**config.mk**
```make
export PLATFORM = sky130hd
export DESIGN_NAME = ckgen_ctrl
export DESIGN_NICKNAME = d
export VERILOG_FILES = /design/src/pkg/ckgen_pkg.sv /design/src/design/ckgen_ctrl.sv
export SDC_FILE = /design/constraint.sdc
export NUM_CORES = 1
export LEC_CHECK = 0
export CAP_MARGIN = 10
export CELL_PAD_IN_SITES_DETAIL_PLACEMENT = 0
export CELL_PAD_IN_SITES_GLOBAL_PLACEMENT = 1
export CORE_AREA = 2 2 109 111
export CTS_CLUSTER_DIAMETER = 50
export DETAILED_ROUTE_END_ITERATION = 8
export DIE_AREA = 0 0 111 113
export DONT_BUFFER_PORTS = 1
export PLACE_DENSITY = 0.85
export SLEW_MARGIN = 20
export SYNTH_ARGS = -nofsm -noshare
export SYNTH_HDL_FRONTEND = slang
export SYNTH_SLANG_ARGS = --single-unit
```
**constraint.sdc**
```tcl
create_clock -name REF_CLK_I -period 6.3 [get_ports REF_CLK_I]
set_input_delay 0.63 -clock REF_CLK_I [delete_from_list [all_inputs] [get_ports REF_CLK_I]]
set_output_delay 0.63 -clock REF_CLK_I [all_outputs]
set_load 0.02 [all_outputs]
```
**src/pkg/ckgen_pkg.sv**
```systemverilog
// constants and types of the clock generator control block
package ckgen_pkg;
  // register byte offsets
  localparam logic [7:0] OFS_MAIN_OSC = 8'h00;
  localparam logic [7:0] OFS_MAIN_FREQ = 8'h04;
  localparam logic [7:0] OFS_PLL_CFG = 8'h08;
  localparam logic [7:0] OFS_STATUS = 8'h0c;
  localparam logic [7:0] OFS_IRQ_MASK = 8'h10;
  // main_osc_reg fields
  localparam int MOR_EN_BIT = 0;
  localparam int MOR_BYP_BIT = 1;
  localparam int MOR_CNT_LSB = 8;
  localparam int MOR_CNT_W = 8;
  // main_freq_reg fields
  localparam int MCF_TALLY_W = 16;
  localparam int MCF_DONE_BIT = 16;
  // pll_config_reg fields
  localparam int PLL_DIV_LSB = 0;
  localparam int PLL_DIV_W = 8;
  localparam int PLL_CNT_LSB = 8;
  localparam int PLL_CNT_W = 6;
  localparam int PLL_MUL_LSB = 16;
  localparam int PLL_MUL_W = 11;
  // status / mask bits
  localparam int ST_OSC_BIT = 0;
  localparam int ST_LOCK_BIT = 2;
  localparam int ST_W = 3;
  // timing
  localparam int OSC_TICK_DIV = 8;
  localparam int FREQ_PERIODS = 16;
  localparam logic [31:0] RST_VALUE = 32'h0000_0000;

  typedef struct packed {
    logic [PLL_MUL_W-1:0] mul;
    logic [PLL_CNT_W-1:0] cnt;
    logic [PLL_DIV_W-1:0] div;
  } ckgen_pll_cfg_t;

  typedef struct packed {
    logic psel;
    logic penable;
    logic pwrite;
    logic [7:0] paddr;
    logic [31:0] pwdata;
  } ckgen_apb_req_t;
endpackage

```
**src/design/ckgen_ctrl.sv**
```systemverilog
// clock generator control: oscillator startup, frequency meter, pll divider and lock timer
//
// The implementer's own choices: the register offsets and register access over APB.
`timescale 1ns/10ps
`default_nettype none
module ckgen_ctrl
  import ckgen_pkg::*;
(
  input wire logic REF_CLK_I,
  input wire logic ARST_N_I,
  input wire logic PSEL_I,
  input wire logic PENABLE_I,
  input wire logic PWRITE_I,
  input wire logic [7:0] PADDR_I,
  input wire logic [31:0] PWDATA_I,
  output logic [31:0] PRDATA_O,
  output logic PREADY_O,
  output logic PSLVERR_O,
  input wire logic SLOW_CLOCK_I,
  input wire logic MAIN_CLOCK_I,
  output logic MAIN_OSC_ENABLE_O,
  output logic EXT_CLOCK_SELECT_O,
  output logic [ckgen_pkg::PLL_DIV_W-1:0] PLL_PRESCALE_O,
  output logic [ckgen_pkg::PLL_MUL_W-1:0] PLL_FEEDBACK_O,
  output logic PLL_ENABLE_O,
  output logic PLL_SRC_GATE_O,
  output logic IRQ_O
);
  import ckgen_pkg::*;

  ckgen_apb_req_t req;
  logic wr_en, rd_en, addr_ok;
  // synchronisers: first stage read only by second
  logic [1:0] slow_sync_ff, main_sync_ff;
  logic slow_prev_ff, main_prev_ff;
  logic slow_rise, slow_fall, main_rise;
  // registers
  logic osc_en_ff, nxt_osc_en;
  logic byp_ff, nxt_byp;
  logic [MOR_CNT_W-1:0] osc_cnt_ff, nxt_osc_cnt;
  logic [2:0] div8_ff, nxt_div8;
  logic osc_busy_ff, nxt_osc_busy;
  ckgen_pll_cfg_t pll_ff, nxt_pll;
  logic [PLL_CNT_W-1:0] lock_cnt_ff, nxt_lock_cnt;
  logic lock_busy_ff, nxt_lock_busy;
  logic [ST_W-1:0] st_ff, nxt_st;
  logic [ST_W-1:0] mask_ff, nxt_mask;
  logic [MCF_TALLY_W-1:0] tally_ff, nxt_tally;
  logic done_ff, nxt_done;
  logic [4:0] fedge_ff, nxt_fedge;
  typedef enum {MS_IDLE, MS_ARM, MS_COUNT, MS_DONE} ckgen_meas_t;
  ckgen_meas_t meas_ff, nxt_meas;
  logic stable_prev_ff;
  logic [31:0] rdata_ff, nxt_rdata;
  logic osc_set, lock_set;
  ckgen_pll_cfg_t wcfg;

  always_comb
  begin
    req.psel = PSEL_I;
    req.penable = PENABLE_I;
    req.pwrite = PWRITE_I;
    req.paddr = PADDR_I;
    req.pwdata = PWDATA_I;
  end

  assign addr_ok = (req.paddr == OFS_MAIN_OSC) || (req.paddr == OFS_MAIN_FREQ) ||
                   (req.paddr == OFS_PLL_CFG) || (req.paddr == OFS_STATUS) ||
                   (req.paddr == OFS_IRQ_MASK);
  assign wr_en = req.psel && req.penable && req.pwrite && addr_ok;
  assign rd_en = req.psel && !req.penable && !req.pwrite;
  assign PREADY_O = 1'b1;
  assign PSLVERR_O = req.psel && req.penable && !addr_ok;
  assign slow_rise = slow_sync_ff[1] && !slow_prev_ff;
  assign slow_fall = !slow_sync_ff[1] && slow_prev_ff;
  assign main_rise = main_sync_ff[1] && !main_prev_ff;
  assign wcfg = ckgen_pll_cfg_t'({req.pwdata[PLL_MUL_LSB +: PLL_MUL_W],
                                  req.pwdata[PLL_CNT_LSB +: PLL_CNT_W],
                                  req.pwdata[PLL_DIV_LSB +: PLL_DIV_W]});

  always_ff @(posedge REF_CLK_I or negedge ARST_N_I)
  begin
    if (!ARST_N_I)
    begin
      slow_sync_ff <= 2'b00;
      main_sync_ff <= 2'b00;
      slow_prev_ff <= 1'b0;
      main_prev_ff <= 1'b0;
    end
    else
    begin
      slow_sync_ff <= {slow_sync_ff[0], SLOW_CLOCK_I};
      main_sync_ff <= {main_sync_ff[0], MAIN_CLOCK_I};
      slow_prev_ff <= slow_sync_ff[1];
      main_prev_ff <= main_sync_ff[1];
    end
  end

  // oscillator control and startup countdown
  always_comb
  begin
    nxt_osc_en = osc_en_ff;
    nxt_byp = byp_ff;
    nxt_osc_cnt = osc_cnt_ff;
    nxt_div8 = div8_ff;
    nxt_osc_busy = osc_busy_ff;
    osc_set = 1'b0;
    if (osc_busy_ff && slow_rise)
    begin
      if (osc_cnt_ff == '0)
      begin
        nxt_osc_busy = 1'b0;
        osc_set = 1'b1;
      end
      else if (div8_ff == 3'(OSC_TICK_DIV - 1))
      begin
        nxt_div8 = 3'h0;
        nxt_osc_cnt = osc_cnt_ff - 1'b1;
      end
      else
        nxt_div8 = div8_ff + 1'b1;
    end
    if (wr_en && req.paddr == OFS_MAIN_OSC)
    begin
      nxt_osc_en = req.pwdata[MOR_EN_BIT];
      nxt_byp = req.pwdata[MOR_BYP_BIT];
      nxt_osc_cnt = req.pwdata[MOR_CNT_LSB +: MOR_CNT_W];
      nxt_div8 = 3'h0;
      nxt_osc_busy = req.pwdata[MOR_EN_BIT];
      osc_set = 1'b0;
    end
  end

  // pll configuration and lock timer
  always_comb
  begin
    nxt_pll = pll_ff;
    nxt_lock_cnt = lock_cnt_ff;
    nxt_lock_busy = lock_busy_ff;
    lock_set = 1'b0;
    if (lock_busy_ff && slow_rise)
    begin
      if (lock_cnt_ff == '0)
      begin
        nxt_lock_busy = 1'b0;
        lock_set = 1'b1;
      end
      else
        nxt_lock_cnt = lock_cnt_ff - 1'b1;
    end
    if (wr_en && req.paddr == OFS_PLL_CFG)
    begin
      nxt_pll = wcfg;
      if (wcfg != pll_ff)
      begin
        nxt_lock_cnt = wcfg.cnt;
        nxt_lock_busy = (wcfg.mul != '0) && (wcfg.div != '0);
        lock_set = 1'b0;
      end
    end
  end

  // status, mask, sticky flags: hardware set wins over a status write-1 clear; a main oscillator or changed pll config write wins over hardware set
  always_comb
  begin
    nxt_st = st_ff;
    nxt_mask = mask_ff;
    if (wr_en && req.paddr == OFS_STATUS)
      nxt_st = st_ff & ~req.pwdata[ST_W-1:0];
    if (wr_en && req.paddr == OFS_IRQ_MASK)
      nxt_mask = req.pwdata[ST_W-1:0];
    if (wr_en && req.paddr == OFS_MAIN_OSC)
      nxt_st[ST_OSC_BIT] = 1'b0;
    if (wr_en && req.paddr == OFS_PLL_CFG && wcfg != pll_ff)
      nxt_st[ST_LOCK_BIT] = 1'b0;
    if (osc_set)
      nxt_st[ST_OSC_BIT] = 1'b1;
    if (lock_set)
      nxt_st[ST_LOCK_BIT] = 1'b1;
  end

  // main clock frequency measurement
  always_comb
  begin
    nxt_meas = meas_ff;
    nxt_tally = tally_ff;
    nxt_done = done_ff;
    nxt_fedge = fedge_ff;
    case (meas_ff)
      MS_IDLE:
      begin
        if (st_ff[ST_OSC_BIT] && !stable_prev_ff)
        begin
          nxt_done = 1'b0;
          nxt_tally = '0;
          nxt_meas = MS_ARM;
        end
      end
      MS_ARM:
      begin
        if (slow_rise)
        begin
          nxt_fedge = 5'h00;
          nxt_meas = MS_COUNT;
        end
      end
      MS_COUNT:
      begin
        if (main_rise)
          nxt_tally = tally_ff + 1'b1;
        if (slow_fall)
        begin
          nxt_fedge = fedge_ff + 1'b1;
          if (fedge_ff == 5'(FREQ_PERIODS - 1))
          begin
            nxt_done = 1'b1;
            nxt_meas = MS_DONE;
          end
        end
      end
      MS_DONE:
        nxt_meas = MS_IDLE;
      default:
        nxt_meas = MS_IDLE;
    endcase
    if (!st_ff[ST_OSC_BIT] && meas_ff != MS_DONE && meas_ff != MS_IDLE)
      nxt_meas = MS_IDLE;
  end

  always_comb
  begin
    nxt_rdata = rdata_ff;
    if (rd_en)
    begin
      case (req.paddr)
        OFS_MAIN_OSC:
          nxt_rdata = {16'h0000, osc_cnt_ff, 6'h00, byp_ff, osc_en_ff};
        OFS_MAIN_FREQ:
          nxt_rdata = {15'h0000, done_ff, tally_ff};
        OFS_PLL_CFG:
          nxt_rdata = {5'h00, pll_ff.mul, 2'h0, pll_ff.cnt, pll_ff.div};
        OFS_STATUS:
          nxt_rdata = {29'h0, st_ff};
        OFS_IRQ_MASK:
          nxt_rdata = {29'h0, mask_ff};
        default:
          nxt_rdata = 32'h0000_0000;
      endcase
    end
  end

  always_ff @(posedge REF_CLK_I or negedge ARST_N_I)
  begin
    if (!ARST_N_I)
    begin
      osc_en_ff <= 1'b0;
      byp_ff <= 1'b0;
      osc_cnt_ff <= '0;
      div8_ff <= 3'h0;
      osc_busy_ff <= 1'b0;
      pll_ff <= ckgen_pll_cfg_t'(RST_VALUE[$bits(ckgen_pll_cfg_t)-1:0]);
      lock_cnt_ff <= '0;
      lock_busy_ff <= 1'b0;
      st_ff <= '0;
      mask_ff <= '0;
      tally_ff <= '0;
      done_ff <= 1'b0;
      fedge_ff <= 5'h00;
      meas_ff <= MS_IDLE;
      stable_prev_ff <= 1'b0;
      rdata_ff <= 32'h0000_0000;
    end
    else
    begin
      osc_en_ff <= nxt_osc_en;
      byp_ff <= nxt_byp;
      osc_cnt_ff <= nxt_osc_cnt;
      div8_ff <= nxt_div8;
      osc_busy_ff <= nxt_osc_busy;
      pll_ff <= nxt_pll;
      lock_cnt_ff <= nxt_lock_cnt;
      lock_busy_ff <= nxt_lock_busy;
      st_ff <= nxt_st;
      mask_ff <= nxt_mask;
      tally_ff <= nxt_tally;
      done_ff <= nxt_done;
      fedge_ff <= nxt_fedge;
      meas_ff <= nxt_meas;
      stable_prev_ff <= st_ff[ST_OSC_BIT];
      rdata_ff <= nxt_rdata;
    end
  end

  assign PRDATA_O = rdata_ff;
  assign MAIN_OSC_ENABLE_O = osc_en_ff;
  assign EXT_CLOCK_SELECT_O = byp_ff;
  // analog divider/pll take these factors: f = src*(feedback+1)/prescale
  assign PLL_PRESCALE_O = pll_ff.div;
  assign PLL_FEEDBACK_O = pll_ff.mul;
  assign PLL_ENABLE_O = (pll_ff.mul != '0) && (pll_ff.div != '0);
  assign PLL_SRC_GATE_O = (pll_ff.div != '0);
  assign IRQ_O = |(st_ff & mask_ff);
endmodule
`default_nettype wire

```
=== Word-level counts from Yosys, hierarchy flattened ===
Cells that the tools add are included.

* $add $sub $neg: 5
* $mul: 0
* Divide/modulo/power cells: 0
* Magnitude comparators: 0
* Equal/unequal tests: 20
* Shift operators: 0
* Multiplexer cells: 48
* Bitwise operators: 3
* Reductions and logical operators: 57

{| class="wikitable"
|+ Operators by type and width
! kind !! count
|-
| $mux W32 || 5
|-
| $pmux W27 S5 || 1
|-
| $pmux W32 S3 || 1
|-
| $eq A32 B1 Y1 const B || 1
|-
| $eq A32 B2 Y1 const B || 1
|-
| $logic_not A32 Y1 || 1
|-
| $mux W16 || 2
|-
| $mux W8 || 4
|-
| $ne A32 B3 Y1 const B || 1
|-
| $pmux W16 S2 || 1
|-
| $reduce_bool A32 Y1 || 1
|-
| $ne A25 B25 Y1 || 1
|-
| $mux W6 || 4
|-
| $reduce_bool A11 Y1 || 2
|-
| $logic_and A1 B1 Y1 || 21
|-
| $mux W1 || 21
|-
| $add A16 B1 Y16 const B || 1
|-
| $eq A8 B4 Y1 const B || 2
|-
| $logic_not A8 Y1 || 2
|-
| $reduce_bool A8 Y1 || 2
|-
| $mux W3 || 5
|-
| $ne A3 B3 Y1 const B || 4
|-
| $mux W5 || 2
|-
| $ne A2 B2 Y1 const B || 5
|-
| 22 further kinds || 42
|}

* Register bits: 145
* Bits in latches: 0
* Bits in writable memories: 0
* Bits in read-only memories: 0
* Input bits: 47
* Output and inout port bits: 58
* Logic and storage cells: 157
* Memories kept: 0

=== Longest topological paths before layout ===
Gate-level depths: netlist of the first run.

* Depth in word-level cells: 10
* Mapped depth: 8

=== Least setup slack after synthesis of the first run ===
OpenSTA, ideal clock, no wires.

* Path type: input -> register
* Start: input port PADDR_I[0]
* End: register byp_ff (netlist: EXT_CLOCK_SELECT_O)
* Setup time: 0.125 ns
* Arrival: 2.268 ns
* Slack: 3.907 ns
* Stages on the path: 5
* Buffers on the path: 1
* Cells stage by stage: or4_4 > or2_4 > nor4_4 > buf_4 > mux2_2

* Word-level cells in the longest chain between the ends: 7

{| class="wikitable"
|+ Ends and longest elaborated chain
! what !! RTL line !! RTL
|-
| from (decl) || ckgen_ctrl.sv:14 || <nowiki>input wire logic [7:0] PADDR_I,</nowiki>
|-
| $eq A8 B3 Y1 or $logic_not A8 Y1 (tied branches) || ckgen_ctrl.sv:67, ckgen_ctrl.sv:123 ||
|-
| $logic_or A1 B1 Y1 (2 in a row) || ckgen_ctrl.sv:67 || <nowiki>assign addr_ok = (req.paddr == OFS_MAIN_OSC) || (req.paddr == OFS_MAIN_FREQ) ||</nowiki>
|-
| $logic_or A1 B1 Y1 (2 in a row) || ckgen_ctrl.sv:68 || <nowiki>(req.paddr == OFS_PLL_CFG) || (req.paddr == OFS_STATUS) ||</nowiki>
|-
| $logic_and A1 B1 Y1 || ckgen_ctrl.sv:70 || <nowiki>assign wr_en = req.psel && req.penable && req.pwrite && addr_ok;</nowiki>
|-
| $logic_and A1 B1 Y1 (*) || ckgen_ctrl.sv:123 || <nowiki>if (wr_en && req.paddr == OFS_MAIN_OSC)</nowiki>
|-
| to (signal assigned) || ckgen_ctrl.sv:276 || <nowiki>byp_ff <= nxt_byp;</nowiki>
|-
| to (decl) || ckgen_ctrl.sv:39 || <nowiki>logic byp_ff, nxt_byp;</nowiki>
|}

Mark *: on every way between the ends. The rest lies on a longest branch, timed or not.
A chain may end at the register's enable or synchronous reset.

=== Worst setup path after layout of the first run ===
* Start: register meas_ff[0]
* End: register tally_ff[15]

* Word-level cells in the longest chain between the ends: 3

{| class="wikitable"
|+ Ends and longest elaborated chain
! what !! RTL line !! RTL
|-
| from (decl) || ckgen_ctrl.sv:52 || <nowiki>ckgen_meas_t meas_ff, nxt_meas;</nowiki>
|-
| from (signal assigned) || ckgen_ctrl.sv:288 || <nowiki>meas_ff <= nxt_meas;</nowiki>
|-
| $eq A32 B2 Y1 or $logic_not A32 Y1 (tied branches) || ckgen_ctrl.sv:189 || <nowiki>case (meas_ff)</nowiki>
|-
| $ne A2 B2 Y1 (no source line) or $reduce_bool A2 Y1 (tied branches) || - ||
|-
| $reduce_and A3 Y1 (no source line) || - ||
|-
| to (signal assigned) || ckgen_ctrl.sv:285 || <nowiki>tally_ff <= nxt_tally;</nowiki>
|-
| to (decl) || ckgen_ctrl.sv:48 || <nowiki>logic [MCF_TALLY_W-1:0] tally_ff, nxt_tally;</nowiki>
|}

Several ways; a longest one is shown, not always the timed one.

==> results of run 1 <==
[kinds of logic (layout without fill, tap and decap cells)]
family          count (synthesis)  count (layout)  share of synthesized area (%)
simple gates                  177             177                           16.0
fa+ha+maj                      12              12                           2.56
buf+inv                        64              34                           6.40
mux                            56              56                           10.6
xor+xnor                       43              43                           6.42
other cells                     2               6                          0.128
compound gates                 95              95                           11.0
flops                         110             110                           46.9
[worst register-to-register path: stages, from the launching register on]
cell and delay (ns):
dfrtp_1 0.41, inv_1 0.10, ha_1 0.49, nand3b_1 0.13, a22o_1 0.40, nor3_1 0.53, nand3_1 0.16, mux2_2 0.30
[state kept, by name, summed over array words and instances, names as in the netlist, 5 cells and up]
signal / flops
pll_ff: 6
PLL_FEEDBACK_O: 11
lock_cnt_ff: 6
osc_cnt_ff: 8
PLL_PRESCALE_O: 8
PRDATA_O: 27
fedge_ff: 5
tally_ff: 16
[per-stage QoR]
step / instances / hold slack [ns] / cell area, sq um
finish: 676 / 0.216 / 6080
global route: 676 / 0.269 / 6080
CTS: 676 / 0.243 / 6080
detailed placement: 660 / 0.336 / 5760
global placement: 660 / 0.335 / 5760
floorplan: 563 / 0.331 / 5880
[routing by layer]
metal | track usage (%) | up-vias
met3 | 6.11 | 15
li1 | - | 1883
met2 | 35.2 | 130
met5 | 0 | -
met1 | 28.0 | 1985
met4 | 8.67 | 0
[how the worst min path moves through the flow]
| stage | end | slack [ns] | cells after the start |
|---|---|---|---|
| after floorplan | EXT_CLOCK_SELECT_O | 0.33 | 0 |
| after global placement | slow_sync_ff[1] | 0.33 | 0 |
| after detailed placement | PRDATA_O[23] | 0.34 | 0 |
| after CTS | PLL_FEEDBACK_O[4] | 0.24 | 1 |
| after global routing | PRDATA_O[23] | 0.27 | 1 |
| final | PRDATA_O[26] | 0.22 | 1 |
[repair_timing]
item                       4_1_cts  5_1_grt
hold endpoints to repair       110        0
hold buffers                     1        0
setup endpoints to repair        0        0
[report_power, final]
group	total (mW)	switching, mW	internal [mW]	leakage [nW]
Combinational	0.302	0.171	0.131	1.17
Clock	0.575	0.257	0.318	0.145
Sequential	0.825	0.0639	0.761	1.45
[synth_stat cells, types with 12 or more instances]
master,number,area share [%]
dfrtp_1,110,47
nand2_1,52,3.3
mux2_2,40,7.7
nor2_1,40,2.6
xor2_1,28,4.2
buf_4,26,3.3
o21ai_0,26,2.2
nor4_1,23,2.5
a21oi_1,19,1.6
inv_1,17,1.1
mux2i_1,15,2.6
xnor2_1,15,2.2
a22o_1,14,2.1
clkbuf_1,13,0.83
nand3_1,13,1.1
ha_1,12,2.6
[layout make-up]
class,instances,area share (%)
clock inverter,5,0.987
multi-input combinational,389,45.3
tap,143,2.94
inverter,17,1.05
clock buffer,10,3.93
sequential,110,45.2
timing repair buffer,2,0.576
==> run metrics, run 1 <==
DRC Markers=0; fmax=0.381 GHz; Routed Antenna Nets=0; WL per Instance=19.3 um; initial antenna violation count=0; Worst-Margin Slew=1.06 ns; Pre-antenna DRT Iters=5; met3 wire length=958 um; Final period util=41.7%; Register Area=0.00275 sq mm; FF+latch count, synth=110; Levels on crit path=7; leak pwr=2.76 nW; Post-CTS Setup Bufs=0; Clock transition at path regs=0.07 ns; placer congestion estimate=0.798; crit path buf inv count=1; worst path cell trace=inv_1 > ha_1 > nand3b_1 > a22o_1 > nor3_1 > nand3_1 > mux2_2; pin count of the biggest net entering global routing=111; nets=588; Worst EP arrival=2.86 ns; H-tree depth=3; syn_area_per_cell=10.5 sq um; hpwl dp=9550 um; status=completed; Rows=39; Core ar.=0.0113 sq mm; Clock Tree Root=clkbuf_16; met1 WL=5790 um; post-route minimum period=2.63 ns; Synth cell types=64; fillers=991; CTS tree=yes; setup ws final=3.67 ns; worst-path fanout max=17; IO Port Bufs=0; most common cell after layout, fill and taps aside=dfrtp_1; Syn. warnings=0; Die Width=111 um; maximum vdd drop=0.191 mV; share of cells above drive strength 1=13.5%; gr usage total=21.8%; vias in the first global route=4045; ant diodes=0; Synth Flop Type=dfrtp_1; via count=4013; final wirelength=13000 um; Critical Path Source=meas_ff[0]; initial drt markers=244; synth-to-layout area growth=3.69%; clock skew=0.00820 ns; Starting Density=52.1%; post_cts resized=0; reg2reg setup slack=3.67 ns; P per Cell Area=280 mW/mm^2; Slowest-stage cell, CP=nor3_1; slowest stage delay, CP=0.52 ns; Setup Viol. Count Final=0; commonest cells after routing, fill and taps aside=dfrtp_1 (110), nand2_1 (52), nor2_1 (40), mux2_2 (40), xor2_1 (28); worst skew pair latency=0.35 ns; Sink Count=110; pre-CTS WS=3.36 ns; delay-heaviest family, CP=simple AND/OR/NAND/NOR gates; Final Power=1.70 mW; I/O Pins=105; RSZ-0062 raised after global routing=false; TritonCTS buffer count=9; cell count after synthesis=559; Max-Cap Viols=0; FF-to-FF End=tally_ff[15]; Die ar.=0.0125 sq mm; met2 routed WL=6080 um; Final Slew Violations=0; Slew headroom=28.8%; Via density=5.94; R2R Path Start=meas_ff[0]; uppermost layer routed=met4; R2R cell count=7; multi-input logic area=0.00276 sq mm; final hold vios=0; type of the worst setup path=reg2reg; synthesized area=0.00587 sq mm; first-pass GRT wire length=21500 um; crit path capture type=register; Worst EP required=6.54 ns; clk buf depth=2; Seq/Total Area, Yosys=46.9%; EDFF count, synth=0; Die Y=113 um; Startpoint Class=register; Remaining Overflow, GRT=0; CP endpoint=tally_ff[15]; Hold WC Path Type=in2async; TNS Setup=0 ns; fin util=54.0%; Synth async-reset ratio=100%
Power figures use the tool's default switching activity.
==> run 2, diff against run 1 <==
--- a/config.mk
+++ b/config.mk
@@ -8,12 +8,12 @@
 export CAP_MARGIN = 10
 export CELL_PAD_IN_SITES_DETAIL_PLACEMENT = 0
 export CELL_PAD_IN_SITES_GLOBAL_PLACEMENT = 1
-export CORE_AREA = 2 2 109 111
+export CORE_AREA = 2 2 118 120
 export CTS_CLUSTER_DIAMETER = 50
 export DETAILED_ROUTE_END_ITERATION = 8
-export DIE_AREA = 0 0 111 113
+export DIE_AREA = 0 0 120 122
 export DONT_BUFFER_PORTS = 1
-export PLACE_DENSITY = 0.85
+export PLACE_DENSITY = 0.77
 export SLEW_MARGIN = 20
 export SYNTH_ARGS = -nofsm -noshare
 export SYNTH_HDL_FRONTEND = slang
==> constraint.sdc (replaced) <==
create_clock -name REF_CLK_I -period 2.4 [get_ports REF_CLK_I]
set_input_delay 0.24 -clock REF_CLK_I [delete_from_list [all_inputs] [get_ports REF_CLK_I]]
set_output_delay 0.24 -clock REF_CLK_I [all_outputs]
set_load 0.02 [all_outputs]
==> run metrics, run 2 (synthesis gave the netlist of run 1 again) <==
Clock transition at path regs=0.08 ns (was 0.07 ns); Starting Density=43.5% (was 52.1%); I/O Pins=105 (unchanged); Routed Antenna Nets=0 (unchanged); Hold Slack=-0.437 ns (was 0.216 ns); status=finished with violations (was completed); synth-to-layout area growth=8.66% (was 3.69%); fin util=47.2% (was 54.0%); CTS tree=yes (unchanged); fillers=1293 (was 991); post_cts resized=0 (unchanged); H-tree depth=3 (unchanged); Die Width=120 um (was 111 um); maximum vdd drop=0.339 mV (was 0.191 mV); P per Cell Area=715 mW/mm^2 (was 280 mW/mm^2); Die ar.=0.0146 sq mm (was 0.0125 sq mm); via count=4024 (was 4013); initial antenna violation count=0 (unchanged); clk buf depth=2 (unchanged); failing checks=negative hold slack; max FFs per register=27 (unchanged); fmax=0.473 GHz (was 0.381 GHz); Hold WC Path Type=in2async (unchanged); clock skew=0.0121 ns (was 0.00820 ns); vias in the first global route=4022 (was 4045); Post-CTS Setup Bufs=0 (unchanged); placer congestion estimate=0.844 (was 0.798); pin count of the biggest net entering global routing=111 (unchanged); worst skew pair latency=0.36 ns (was 0.35 ns); Rows=43 (was 39); share of cells above drive strength 1=16.2% (was 13.5%); worst-path fanout max=3 (was 17); TritonCTS buffer count=9 (unchanged); R2R Path Start=div8_ff[0] (was meas_ff[0]); Pre-antenna DRT Iters=4 (was 5); leak pwr=2.89 nW (was 2.76 nW); DRC Markers=0 (unchanged); crit path capture type=register (unchanged); post-route minimum period=2.12 ns (was 2.63 ns); hpwl dp=10400 um (was 9550 um); Critical Path Source=div8_ff[0] (was meas_ff[0]); cts hold-fix bufs=9 (was 1); final hold vios=110 (was 0); IO Port Bufs=0 (unchanged); Die Y=122 um (was 113 um); commonest cells after routing, fill and taps aside=dfrtp_1 (110), nand2_1 (52), nor2_1 (40), mux2_2 (40), xor2_1 (28) (unchanged); Worst-Margin Slew=0.719 ns (was 1.06 ns); gr usage total=19.6% (was 21.8%); Via density=5.42 (was 5.94); first-pass GRT wire length=21800 um (was 21500 um); Remaining Overflow, GRT=0 (unchanged); Core ar.=0.0135 sq mm (was 0.0113 sq mm); Startpoint Class=register (unchanged); Max-Cap Viols=0 (unchanged); nets=615 (was 588); most common cell after layout, fill and taps aside=dfrtp_1 (unchanged); Setup Viol. Count Final=0 (unchanged); type of the worst setup path=reg2reg (unchanged); RSZ-0062 raised after global routing=false (unchanged); non-filler instance count after layout=742 (was 676); Sink Count=110 (unchanged); Clock Tree Root=clkbuf_16 (unchanged); Final period util=88.2% (was 41.7%); WL per Instance=18.9 um (was 19.3 um); Worst EP arrival=2.36 ns (was 2.86 ns); initial drt markers=235 (was 244); Final Slew Violations=0 (unchanged); final wirelength=14100 um (was 13000 um); Slew headroom=51.4% (was 28.8%); Worst EP required=2.65 ns (was 6.54 ns); placed insts=716 (was 660); TNS Setup=0 ns (unchanged)
==> run 2: changes by cell type in the layout (fill, tap and decap cells not counted), moves of 2 or more <==
cell,delta
buf_4,+17
buf_12,+2
inv_8,+2
inv_6,+2
dlygate4sd3_1,+9
==> run 2: path summary, 6_finish.rpt <==
kind | cells past startpoint | to | slack, ns
min in group REF_CLK_I | 1 | lock_cnt_ff[4] | 0.02
max in group asynchronous | 0 | osc_cnt_ff[1] | 2.65
max | 7 | osc_cnt_ff[7] | 0.28
max reg2reg | 7 | osc_cnt_ff[7] | 0.28
min reg2reg | 0 | main_sync_ff[1] | 0.35
min | 0 | PLL_FEEDBACK_O[8] | -0.44
==> run 2: cell type report <==
cell class                      instances  area, sq um  area share, %
Multi-Input combinational cell        389         2760           43.2
Tap cell                              180          225           3.53
Timing Repair Buffer                   29          265           4.16
Clock buffer                            9          225           3.53
Antenna cell                            1         2.50         0.0392
Inverter                               17         63.8           1.00
Clock inverter                          7         86.3           1.35
Sequential cell                       110         2750           43.2
==> run 2: layer usage <==
| metal | GRT usage, % | vias up | part of all wire (%) |
|---|---|---|---|
| li1 | - | 1943 | - |
| met1 | 24.4 | 1962 | 44 |
| met2 | 33.7 | 105 | 49 |
| met3 | 4.03 | 14 | 5.4 |
| met4 | 7.43 | 0 | 1.7 |
| met5 | 0 | - | 0 |
==> run 2: metrics by stage <==
step / setup slack, ns / area (sq um) / power, mW / hold WS, ns
finish: 0.284 / 6380 / 4.56 / -0.437
global route: 0.129 / 6370 / 4.79 / -0.450
CTS: 0.278 / 6370 / 4.60 / -0.449
detailed placement: 0.288 / 5970 / 3.00 / -0.0532
global placement: 0.310 / 5970 / 2.96 / -0.0534
floorplan: 0.216 / 5880 / 2.80 / -0.0556
==> run 2: where the power goes <==
| part | switching (mW) | internal (mW) |
|---|---|---|
| clock network | 0.741 | 0.835 |
| logic | 0.444 | 0.374 |
| registers | 0.168 | 2.00 |
| total | 1.35 | 3.21 |
==> run 2: critical path, stage by stage, from the launching register on <==
cell      delay [ns]
dfrtp_1         0.38
ha_1            0.16
ha_1            0.15
or4b_2          0.60
nor2_1          0.17
nand4b_1        0.14
xnor2_1         0.15
mux2_2          0.25
==> run 3, diff against run 2 <==
--- a/config.mk
+++ b/config.mk
@@ -8,12 +8,13 @@
 export CAP_MARGIN = 10
 export CELL_PAD_IN_SITES_DETAIL_PLACEMENT = 0
 export CELL_PAD_IN_SITES_GLOBAL_PLACEMENT = 1
-export CORE_AREA = 2 2 118 120
+export CORE_AREA = 2 2 116 118
+export CTS_BUF_LIST = sky130_fd_sc_hd__clkbuf_8
 export CTS_CLUSTER_DIAMETER = 50
 export DETAILED_ROUTE_END_ITERATION = 8
-export DIE_AREA = 0 0 120 122
+export DIE_AREA = 0 0 118 120
 export DONT_BUFFER_PORTS = 1
-export PLACE_DENSITY = 0.77
+export PLACE_DENSITY = 0.79
 export SLEW_MARGIN = 20
 export SYNTH_ARGS = -nofsm -noshare
 export SYNTH_HDL_FRONTEND = slang
==> run metrics, run 3 (synthesis gave the netlist of run 1 again) <==
status=finished with violations (unchanged); failing checks=negative hold slack (unchanged); Worst-Margin Slew=0.782 ns (was 0.719 ns); WL per Instance=19.7 um (was 18.9 um); ant diodes=0 (was 1); post_cts resized=0 (unchanged); Remaining Overflow, GRT=0 (unchanged); Pre-antenna DRT Iters=5 (was 4); Clock transition at path regs=0.11 ns (was 0.08 ns); TNS Setup=0 ns (unchanged); initial antenna violation count=2 (was 0); fin util=50.2% (was 47.2%); Hold WC Path Type=in2async (unchanged); initial drt markers=308 (was 235); Rows=42 (was 43); type of the worst setup path=reg2out (was reg2reg); Post-CTS Setup Bufs=0 (unchanged); Routed Antenna Nets=0 (unchanged); Slowest-stage cell, CP=o41a_1 (was or4b_2); Sink Count=110 (unchanged); IO Port Bufs=0 (unchanged); commonest cells after routing, fill and taps aside=dfrtp_1 (110), nand2_1 (52), nor2_1 (40), mux2_2 (40), dlygate4sd3_1 (32) (was dfrtp_1 (110), nand2_1 (52), nor2_1 (40), mux2_2 (40), xor2_1 (28)); share of cells above drive strength 1=15.9% (was 16.2%); gr usage total=22.2% (was 19.6%); Max-Cap Viols=0 (unchanged); Clock Tree Root=clkbuf_8 (was clkbuf_16); Via density=5.65 (was 5.42); RSZ-0062 raised after global routing=false (unchanged); Die Width=118 um (was 120 um); max FFs per register=27 (unchanged); Startpoint Class=register (unchanged); H-tree depth=3 (unchanged); final wirelength=15000 um (was 14100 um); most common cell after layout, fill and taps aside=dfrtp_1 (unchanged); delay-heaviest family, CP=simple AND/OR/NAND/NOR gates (unchanged); pin count of the biggest net entering global routing=111 (unchanged); fmax=0.463 GHz (was 0.473 GHz); Worst EP required=2.16 ns (was 2.65 ns); DRC Markers=0 (unchanged); met3 wire length=1200 um (was 765 um); cts hold-fix bufs=32 (was 9); leak pwr=2.96 nW (was 2.89 nW); maximum vdd drop=0.307 mV (was 0.339 mV); Slew headroom=47.2% (was 51.4%); clk buf depth=2 (unchanged); Starting Density=45.2% (was 43.5%); Final Slew Violations=0 (unchanged); Die Y=120 um (was 122 um); met2 routed WL=6850 um (was 6930 um); first-pass GRT wire length=24000 um (was 21800 um); uppermost layer routed=met5 (was met4); I/O Pins=105 (unchanged); worst-path fanout max=4 (was 3); vias in the first global route=4259 (was 4022); crit path buf inv count=1 (was 0); TritonCTS buffer count=9 (unchanged); synth-to-layout area growth=11.1% (was 8.66%); via count=4305 (was 4024); Setup Viol. Count Final=0 (unchanged); placer congestion estimate=0.914 (was 0.844); clock skew=0.0130 ns (was 0.0121 ns); slowest stage delay, CP=0.44 ns (was 0.60 ns); CTS tree=yes (unchanged); Final period util=90.0% (was 88.2%); met1 WL=6640 um (was 6120 um); worst skew pair latency=0.40 ns (was 0.36 ns); non-filler instance count after layout=762 (was 742); hpwl dp=10300 um (was 10400 um); Hold Slack=-0.482 ns (was -0.437 ns); final hold vios=110 (unchanged); Die ar.=0.0142 sq mm (was 0.0146 sq mm); post-route minimum period=2.16 ns (was 2.12 ns); Core ar.=0.0130 sq mm (was 0.0135 sq mm); nets=640 (was 615); P per Cell Area=667 mW/mm^2 (was 715 mW/mm^2); crit path capture type=output pin (was register); placed insts=714 (was 716); Worst EP arrival=1.92 ns (was 2.36 ns); worst path cell trace=buf_4 > nor4_1 > nand2_1 > o41a_1 (was ha_1 > ha_1 > or4b_2 > nor2_1 > nand4b_1 > xnor2_1 > mux2_2)
## run 3: metrics by stage
step           hold WS, ns  area [sq um]  setup slack, ns  total power, mW
2_1_floorplan      -0.0556          5880            0.216             2.80
3_3_place_gp       -0.0535          5970            0.260             2.97
3_5_place_dp       -0.0534          5970            0.243             3.02
4_1_cts             -0.500          6520            0.258             4.36
5_1_grt             -0.505          6520            0.118             4.58
6_report            -0.482          6520            0.239             4.35
## run 3: area by class of cell
cell class | count | area [sq um]
Fill cell | 1190 | 6460
Sequential cell | 110 | 2750
Timing Repair Buffer | 54 | 498
Clock buffer | 10 | 138
Tap cell | 176 | 220
Multi-Input combinational cell | 389 | 2760
Inverter | 17 | 63.8
Clock inverter | 6 | 93.8
## run 3: power by group
part / internal (mW) / switching, mW / total [mW]
registers: 2.00 / 0.180 / 2.18
clock network: 0.624 / 0.676 / 1.30
logic: 0.412 / 0.461 / 0.873
## run 3: final timing paths
| kind | from | endpoint | slack (ns) | cells after the start |
|---|---|---|---|---|
| min reg2reg | main_sync_ff[0] | main_sync_ff[1] | 0.36 | 0 |
| min | ARST_N_I | PLL_FEEDBACK_O[10] | -0.48 | 0 |
| min in group REF_CLK_I | PADDR_I[4] | osc_cnt_ff[6] | 0.04 | 3 |
| max in group asynchronous | ARST_N_I | fedge_ff[3] | 2.71 | 0 |
| max | PLL_FEEDBACK_O[0] | PLL_ENABLE_O | 0.24 | 4 |
| max reg2reg | div8_ff[0] | osc_cnt_ff[7] | 0.27 | 7 |
## run 3: routing by layer
metal / vias to the layer above / track usage (%)
met5: - / 0
met4: 4 / 7.76
met1: 2118 / 28.9
met3: 30 / 7.89
li1: 2001 / -
met2: 152 / 34.3
